**config.mk**
```make
export PLATFORM = sky130hd
export DESIGN_NAME = wsa_latches
export DESIGN_NICKNAME = d
export VERILOG_FILES = /design/src/common/wsa_pkg.sv /design/src/logic/wsa_latches.sv
export VERILOG_INCLUDE_DIRS = /design/src /design/src/common
export SDC_FILE = /design/constraint.sdc
export NUM_CORES = 1
export LEC_CHECK = 0
export ABC_AREA = 1
export BUFFER_PORTS_ARGS = -buffer_cell sky130_fd_sc_hd__buf_2
export CAP_MARGIN = 10
export CORE_ASPECT_RATIO = 1.1
export CORE_MARGIN = 4
export CORE_UTILIZATION = 51
export CTS_BUF_LIST = sky130_fd_sc_hd__clkbuf_8 sky130_fd_sc_hd__clkbuf_16
export DETAILED_ROUTE_END_ITERATION = 10
export MAX_ROUTING_LAYER = met4
export PLACE_DENSITY = 0.87
export SLEW_MARGIN = 20
export SYNTH_ARGS = -nofsm -noshare
export SYNTH_HDL_FRONTEND = slang
export SYNTH_SLANG_ARGS = --single-unit
```
**constraint.sdc**
```tcl
create_clock -name clk -period 1.78 [get_ports clk]
set_clock_uncertainty 0.15 [all_clocks]
set_input_delay 0.267 -clock clk [delete_from_list [all_inputs] [get_ports clk]]
set_output_delay 0.267 -clock clk [all_outputs]
set_load 0.05 [all_outputs]
```
**src/common/wsa_params.svh**
```systemverilog
// constants for the work-station adapter latch block
// assumes inclusion by the package and the logic file only
`ifndef WSA_PARAMS_SVH
`define WSA_PARAMS_SVH
`define WSA_ADDR_W 16
`define WSA_MAX_ADDR 16'hffff
`define WSA_OVF_BIT 2
`define WSA_PTR_W 8
`define WSA_PTR_N 8
`define WSA_PTR_IDX_W 3
// sense byte 1 (host side latches)
`define WSA_S1_DIAG 0
`define WSA_S1_XFER 1
`define WSA_S1_IRQEN 2
`define WSA_S1_SREQ 3
`define WSA_S1_CMDP 4
// sense byte 2 (controller side latches)
`define WSA_S2_OPCHK 0
`define WSA_S2_BUSY 1
`define WSA_S2_PAR 2
`define WSA_S2_IRQ 3
// sense byte 3 (selection and address state)
`define WSA_S3_PRIMARY 0
`define WSA_S3_OVF 1
`endif

```
**src/common/wsa_pkg.sv**
```systemverilog
// types for the work-station adapter latch block
// assumes wsa_params.svh on the include path
`include "wsa_params.svh"
package wsa_pkg;
  // one set/clear pair per latch; set and clear together means clear
  typedef struct packed {
    logic set;
    logic clr;
  } wsa_sc_s;

  typedef struct packed {
    logic [7:0] byte1;
    logic [7:0] byte2;
    logic [7:0] byte3;
  } wsa_sense_s;

  typedef struct packed {
    logic wr;
    logic [`WSA_PTR_IDX_W-1:0] idx;
    logic [`WSA_PTR_W-1:0] data;
  } wsa_ptr_wr_s;
endpackage

```
**src/logic/wsa_latches.sv**
```systemverilog
// interface latches between host channel and internal controller
// assumes all inputs come from logic on clk; adapter_reset is a synchronous pulse
//
// Function
// - adapter reset zeroes all three sense bytes
// - host sets/clears diagnostic mode, reported, reset clears
// - host sets/clears transfer error latch, held, reset clears
// - host enables/disables interrupt; disabled presents none
// - host sets/resets service request; held; reset clears
// - host sets/resets command pending; reset clears
// - controller senses and resets command pending
// - address bit 1 of sense byte 3 set when a step reaches maximum address; held until cleared
// - controller sets/resets operation check; host senses
// - no-check jump condition false while check set
// - controller sets/clears busy; host senses it
// - controller sets/resets parity check; host senses
// - controller interrupts when enabled; host clears request
// - controller senses and resets service required
// - controller senses/resets transfer check, reports status
// - pointer registers individually selectable and independent
// - pointer registers hold 5 and a patterns
// - select command switches primary/auxiliary, readable
// - primary sense on after reset, tracks select
`timescale 1ns/1ps
`include "wsa_params.svh"
module wsa_latches #(
  parameter int ADDR_W = `WSA_ADDR_W,
  parameter int PTR_W = `WSA_PTR_W,
  parameter int PTR_N = `WSA_PTR_N
) (
  // clock and reset
  input wire logic clk,
  input wire logic rst_b,
  input wire logic adapter_reset,
  // host channel latch commands
  input wire wsa_pkg::wsa_sc_s host_diag,
  input wire wsa_pkg::wsa_sc_s host_xfer,
  input wire wsa_pkg::wsa_sc_s host_irq_en,
  input wire wsa_pkg::wsa_sc_s host_sreq,
  input wire wsa_pkg::wsa_sc_s host_cmdp,
  input wire logic host_irq_clr,
  // controller latch commands
  input wire wsa_pkg::wsa_sc_s ctl_opchk,
  input wire wsa_pkg::wsa_sc_s ctl_busy,
  input wire wsa_pkg::wsa_sc_s ctl_par,
  input wire logic ctl_irq_req,
  input wire logic ctl_xfer_clr,
  input wire logic ctl_sreq_clr,
  input wire logic ctl_cmdp_clr,
  // controller memory address
  input wire logic mar_load,
  input wire logic [ADDR_W-1:0] mar_load_value,
  input wire logic mar_step,
  input wire logic ovf_clr,
  // pointer registers and bank select
  input wire wsa_pkg::wsa_ptr_wr_s ptr_wr,
  input wire logic [`WSA_PTR_IDX_W-1:0] ptr_rd_idx,
  input wire logic register_bank_select_command,
  input wire logic bank_select_aux,
  // controller status byte to host
  input wire logic outbound_byte_bus_wr,
  input wire logic [7:0] outbound_byte_bus_in,
  // outputs
  output wsa_pkg::wsa_sense_s sense,
  output logic [ADDR_W-1:0] memory_address_register,
  output logic [PTR_W-1:0] ptr_rd_data,
  output logic jump_on_io_condition,
  output logic host_irq,
  output logic [7:0] outbound_byte_bus,
  output logic primary_selected
);
  // refuse parameter values the logic cannot serve
  if (ADDR_W <= `WSA_OVF_BIT) begin : g_bad_addr_w
    $error("wsa_latches: address register too narrow");
  end
  if (PTR_N > (1 << `WSA_PTR_IDX_W) || PTR_N < 1) begin : g_bad_ptr_n
    $error("wsa_latches: pointer count does not fit the index");
  end
  if (PTR_W < 4) begin : g_bad_ptr_w
    $error("wsa_latches: pointer register too narrow");
  end
  if (PTR_W > `WSA_PTR_W) begin : g_wide_ptr_w
    $error("wsa_latches: pointer register wider than its write data");
  end

  // set/clear latch update; clear wins over set so software can always drop it
  function automatic logic sc_next(input logic cur, input wsa_pkg::wsa_sc_s c, input logic clr2);
    sc_next = (cur | c.set) & ~(c.clr | clr2);
  endfunction

  logic diag, xfer, irq_en, sreq, cmdp, opchk, busy, par, irq_pend, ovf;
  logic [PTR_W-1:0] ptr_bank [2][PTR_N];
  logic bank_aux;

  wire logic next_diag = sc_next(diag, host_diag, 1'b0);
  wire logic next_xfer = sc_next(xfer, host_xfer, ctl_xfer_clr);
  wire logic next_irq_en = sc_next(irq_en, host_irq_en, 1'b0);
  wire logic next_sreq = sc_next(sreq, host_sreq, ctl_sreq_clr);
  wire logic next_cmdp = sc_next(cmdp, host_cmdp, ctl_cmdp_clr);
  wire logic next_opchk = sc_next(opchk, ctl_opchk, 1'b0);
  wire logic next_busy = sc_next(busy, ctl_busy, 1'b0);
  wire logic next_par = sc_next(par, ctl_par, 1'b0);
  // a new request while the host clears keeps the request pending
  wire logic next_irq_pend = irq_en & (ctl_irq_req | (irq_pend & ~host_irq_clr));
  wire logic [ADDR_W-1:0] max_addr = ADDR_W'(`WSA_MAX_ADDR);
  wire logic at_max = (memory_address_register == max_addr);
  wire logic [ADDR_W-1:0] next_mar = mar_load ? mar_load_value :
    (mar_step && !at_max) ? memory_address_register + ADDR_W'(1) : memory_address_register;
  wire logic ovf_event = mar_step && !mar_load && (next_mar == max_addr) && !at_max;
  wire logic next_ovf = ovf_event | (ovf & ~ovf_clr);
  wire logic next_bank_aux = register_bank_select_command ? bank_select_aux : bank_aux;

  // every latch moves on the same edge; adapter reset beats any set from either side
  // diagnostic mode, set and cleared by the host
  always_ff @(posedge clk or negedge rst_b) begin
    if (!rst_b) begin
      diag <= 1'b0;
    end else if (adapter_reset) begin
      diag <= 1'b0;
    end else begin
      diag <= next_diag;
    end
  end

  // transfer error, set by the host, cleared by either side
  always_ff @(posedge clk or negedge rst_b) begin
    if (!rst_b) begin
      xfer <= 1'b0;
    end else if (adapter_reset) begin
      xfer <= 1'b0;
    end else begin
      xfer <= next_xfer;
    end
  end

  // interrupt enable, owned by the host
  always_ff @(posedge clk or negedge rst_b) begin
    if (!rst_b) begin
      irq_en <= 1'b0;
    end else if (adapter_reset) begin
      irq_en <= 1'b0;
    end else begin
      irq_en <= next_irq_en;
    end
  end

  // service request, set by the host, cleared by either side
  always_ff @(posedge clk or negedge rst_b) begin
    if (!rst_b) begin
      sreq <= 1'b0;
    end else if (adapter_reset) begin
      sreq <= 1'b0;
    end else begin
      sreq <= next_sreq;
    end
  end

  // command pending, set by the host, taken down by the controller
  always_ff @(posedge clk or negedge rst_b) begin
    if (!rst_b) begin
      cmdp <= 1'b0;
    end else if (adapter_reset) begin
      cmdp <= 1'b0;
    end else begin
      cmdp <= next_cmdp;
    end
  end

  // operation check, owned by the controller
  always_ff @(posedge clk or negedge rst_b) begin
    if (!rst_b) begin
      opchk <= 1'b0;
    end else if (adapter_reset) begin
      opchk <= 1'b0;
    end else begin
      opchk <= next_opchk;
    end
  end

  // busy, owned by the controller
  always_ff @(posedge clk or negedge rst_b) begin
    if (!rst_b) begin
      busy <= 1'b0;
    end else if (adapter_reset) begin
      busy <= 1'b0;
    end else begin
      busy <= next_busy;
    end
  end

  // byte bus parity check, owned by the controller
  always_ff @(posedge clk or negedge rst_b) begin
    if (!rst_b) begin
      par <= 1'b0;
    end else if (adapter_reset) begin
      par <= 1'b0;
    end else begin
      par <= next_par;
    end
  end

  // pending interrupt toward the host
  always_ff @(posedge clk or negedge rst_b) begin
    if (!rst_b) begin
      irq_pend <= 1'b0;
    end else if (adapter_reset) begin
      irq_pend <= 1'b0;
    end else begin
      irq_pend <= next_irq_pend;
    end
  end

  // top address indication; reaching the top wins over a clear
  always_ff @(posedge clk or negedge rst_b) begin
    if (!rst_b) begin
      ovf <= 1'b0;
    end else if (adapter_reset) begin
      ovf <= 1'b0;
    end else begin
      ovf <= next_ovf;
    end
  end

  // register bank selection; reset returns to the primary bank
  always_ff @(posedge clk or negedge rst_b) begin
    if (!rst_b) begin
      bank_aux <= 1'b0;
    end else if (adapter_reset) begin
      bank_aux <= 1'b0;
    end else begin
      bank_aux <= next_bank_aux;
    end
  end

  always_ff @(posedge clk or negedge rst_b) begin
    if (!rst_b) begin
      memory_address_register <= '0;
    end else begin
      memory_address_register <= next_mar;
    end
  end

  // pointer registers: one write per cycle into the selected bank only
  for (genvar b = 0; b < 2; b++) begin : g_bank
    for (genvar i = 0; i < PTR_N; i++) begin : g_ptr
      wire logic hit = ptr_wr.wr && (ptr_wr.idx == (`WSA_PTR_IDX_W)'(i)) && (bank_aux == (b == 1));
      always_ff @(posedge clk or negedge rst_b) begin
        if (!rst_b) begin
          ptr_bank[b][i] <= '0;
        end else if (hit) begin
          ptr_bank[b][i] <= PTR_W'(ptr_wr.data);
        end
      end
    end
  end

  wire logic [PTR_W-1:0] ptr_sel = (int'(ptr_rd_idx) < PTR_N) ? ptr_bank[bank_aux][ptr_rd_idx] : '0;

  logic [7:0] next_byte1, next_byte2, next_byte3;

  // host-owned latches in sense byte 1, unused bits read zero
  always_comb begin
    next_byte1 = 8'h00;
    next_byte1[`WSA_S1_DIAG] = diag;
    next_byte1[`WSA_S1_XFER] = xfer;
    next_byte1[`WSA_S1_IRQEN] = irq_en;
    next_byte1[`WSA_S1_SREQ] = sreq;
    next_byte1[`WSA_S1_CMDP] = cmdp;
  end

  // controller-owned latches and the pending interrupt in sense byte 2
  always_comb begin
    next_byte2 = 8'h00;
    next_byte2[`WSA_S2_OPCHK] = opchk;
    next_byte2[`WSA_S2_BUSY] = busy;
    next_byte2[`WSA_S2_PAR] = par;
    next_byte2[`WSA_S2_IRQ] = irq_pend;
  end

  // address indication in sense byte 3; the primary bit has a port of its own
  always_comb begin
    next_byte3 = 8'h00;
    next_byte3[`WSA_S3_OVF] = ovf;
  end

  always_ff @(posedge clk or negedge rst_b) begin
    if (!rst_b) begin
      ptr_rd_data <= '0;
      outbound_byte_bus <= 8'h00;
    end else begin
      ptr_rd_data <= ptr_sel;
      if (adapter_reset) begin
        outbound_byte_bus <= 8'h00;
      end else if (outbound_byte_bus_wr) begin
        outbound_byte_bus <= outbound_byte_bus_in;
      end
    end
  end

  // sense bytes read the latches directly so they show zero right after reset
  assign sense.byte1 = next_byte1;
  assign sense.byte2 = next_byte2;
  // primary bit always reads zero in byte 3; sensed separately below
  assign sense.byte3 = next_byte3;
  assign primary_selected = ~bank_aux;
  assign jump_on_io_condition = ~opchk;
  assign host_irq = irq_pend & irq_en;
endmodule // wsa_latches

```
==> impl_results.md <==
- Buffers on Ports: 113
- Root buf cell: clkbuf_16
- # setup viols final: 3
- Max VDD drop: 0.635 mV
- WP data arrival: 2.37 ns
- Synth Flop Type: dfrtp_1
- Die W: 129 µm
- Cell count after synthesis: 956
- Ant diodes: 0
- Maxcap violations: 0
- List of most frequent post-synthesis cells: nand2_1, dfrtp_1, o21ai_0
- Cell taking the most area after synthesis: dfrtp_1
- Via/cell ratio: 5.74
- Routability cong.: 0.929
- First-pass GRT wire length: 38.2 mm
- Crit end category: flip-flop
- First drt pass iteration count: 6
- Sequential share of power: 44.7%
- Yosys reg bits: 171
- Clk Latency, worst-skew pair: 0.44 ns
- Top cells by area, synth: dfrtp_1, o21ai_0, nand2_1, nor2_1, mux2i_1
- Clk buf depth: 2
- Pint: 0.00750 W
- Final core utilization: 67.5%
- Post-route DRC: 0
- Post-synthesis sequential area ratio: 52.5%
- Async set-reset flop share out of synthesis: 100%
- Routed WL per cell: 18.1 µm
- Routed vias: 7769
- Clk sinks: 171
- Synth unique cells: 42
- Mean Syn Cell Area: 8.53 µm²
- Layout cell share with drive strength beyond 1: 27.0%
- Yosys warning total: 0
- Hold crit path type: input pin to flip-flop
- PD cells: 1040 nW/µm²
- Global route overflow: 0
- Final Power: 0.0110 W
- Post-route ant nets: 0
- Switching share of power: 31.9%
- CTS tree: yes
- Core area: 15700 µm²
- Mapped Area: 8160 µm²
- Number of flops mapped to enable cells by yosys: 0
- Vias in the first global route: 7720
- Ports: 128
- Crit-path max FO: 5
- Overall routing resource usage: 27.5%
- FMAX: 464 MHz
- Setup TNS: -0.649 ns
- Area share of the largest cell type after synthesis: 52.5%
- Post-DP HPWL: 14.2 mm
- Fin crit share: 121%
- Initial Util: 52.0%
- Leak Pwr: 5.18 nW
- Critical path start-end classification: flip-flop to flip-flop
- CTS H-tree lvls: 4
- Largest net degree at the start of global routing: 75
- CTS buffer count: 17
- Crit path time final: 2.16 ns
- Area growth from synthesis to layout: 29.8%
- Die Y: 141 µm
- Initial DRC Count: 721
- RSZ-0062 raised after global routing: true
- Clock transition at path regs: 0.07 ns
- Fillers: 1102
- Initial antenna violation count: 0
- Slew margin rel.: 60.3%
- Die footprint: 18100 µm²
- Worst setup margin: -0.376 ns
- Worst slew pin tran: 0.595 ns
- Worst EP required: 2.00 ns
- Worst setup SP type: flip-flop
- Final layout net count: 1210
- Failing checks: setup timing
- Part of the power in the clock network: 33.9%
- FP Rows: 48
- Comb pwr share: 21.4%
- Routed wire length: 24.5 mm
- Top-count cell post-synth: nand2_1
- NetSw: 0.00351 W
- Fin. Hold Viols: 0
- Status: finished with violations
- Final Max Tran Viols: 0
cells by family after synthesis:
logic type      synth area share, %
fa+ha+maj                     0.153
mux                            2.95
simple gates                   21.2
flops                          52.5
buf+inv                        7.72
compound gates                 15.3
other cells                  0.0460
xor+xnor                      0.107
placed cells by master, fill, tap and decap left out, types with 4 or more instances in the layout:
cell           synthesis  routed
mux2i_1               24      24
inv_1                 55      54
o211ai_1               7       7
dlygate4sd3_1          0      41
buf_12                 0      10
nor2_1                90      84
o221ai_1              24      23
nor2_2                 4       6
buf_2                  8     110
nor3_1                 6       6
conb_1                 1      14
inv_2                  4       6
nand2_2                8      23
dfrtp_2                0      17
inv_6                  0       5
nand3b_1               4       4
o21ai_0              170     170
nor2_4                 3       7
nand4_1                6       6
o32ai_1                7       7
or2_2                 10      10
buf_6                  1      10
clkbuf_16              0      17
nand3_2                1       6
buf_4                 24      57
nand2_1              212     195
nand2_4                1       5
nand3_1               48      41
dfrtp_1              171     154
power by group through the flow:
stage | Combinational [W] | Sequential, W | Clock (W)
after floorplan | 0.00114 | 0.00514 | 0
after global placement | 0.00203 | 0.00491 | 0
after detailed placement | 0.00210 | 0.00494 | 0
after CTS | 0.00226 | 0.00489 | 0.00375
after global routing | 0.00260 | 0.00497 | 0.00392
final | 0.00236 | 0.00492 | 0.00373
registers in the layout, indices dropped and copies added (netlist names):
| signal | flops |
|---|---|
| irq_pend | 1 |
| opchk | 1 |
| ptr_rd_data | 8 |
| cmdp | 1 |
| irq_en | 1 |
| bank_aux | 1 |
| memory_address_register | 16 |
| xfer | 1 |
| par | 1 |
| ptr_bank | 128 |
| diag | 1 |
| sreq | 1 |
| ovf | 1 |
| busy | 1 |
| outbound_byte_bus | 8 |
routing by layer:
metal / vias up / global-route usage, % / part of all wire (%)
li1: 3524 / - / -
met5: - / - / 0
met3: 129 / 5.68 / 7.1
met4: 0 / 13.3 / 5.3
met2: 418 / 44.0 / 50
met1: 3698 / 33.4 / 38
through the flow:
stage	hold slack, ns	area [µm²]	cells	setup slack [ns]
after floorplan	-0.179	8240	969	-0.198
after global placement	-0.0502	9200	1261	-0.214
after detailed placement	-0.0533	9200	1261	-0.240
after CTS	0.00383	10400	1348	-0.200
after global routing	0.0304	10600	1353	-0.517
final	0.0129	10600	1353	-0.376
worst paths after layout:
path                                       startpoint            end  slack [ns]  cells after the start
min                                       ctl_irq_req       irq_pend        0.01                      4
max reg2reg                memory_address_register[0]            ovf       -0.38                     14
max                        memory_address_register[0]            ovf       -0.38                     14
min in group asynchronous                       rst_b   ptr_bank[73]        0.07                      2
max in group asynchronous                       rst_b  ptr_bank[127]        0.79                      3
min reg2reg                              ptr_bank[60]   ptr_bank[60]        0.33                      2
critical path, stage by stage, from the launching register on:
cell and delay [ns]:
dfrtp_2 0.44, ha_4 0.19, nand2_1 0.08, nor2_1 0.04
nand2_1 0.11, nor2_4 0.06, nor2_4 0.16, nand2_1 0.09
nand3_1 0.08, nand2_1 0.08, nor2_1 0.12, nand3_1 0.09
nor2_1 0.16, nand2_1 0.10, a21oi_2 0.13
cell type report:
class	count	area, µm²	share of cell area (%)
Sequential cell	171	4300	40.6
Multi-Input combinational cell	661	3490	32.9
Timing Repair Buffer	229	1730	16.4
Clock buffer	17	425	4.02
Tap cell	200	250	2.36
Inverter	60	225	2.13
Clock inverter	15	165	1.56
what timing repair did:
action	CTS	global route
buffers inserted	12	6
cloned	3	0
setup endpoints to repair	9	19
pin swaps	14	22
resized for setup	22	38
endpoints found under the hold margin	199	1
hold buffers	40	1
Note: power is estimated with default switching activity, not from simulation.
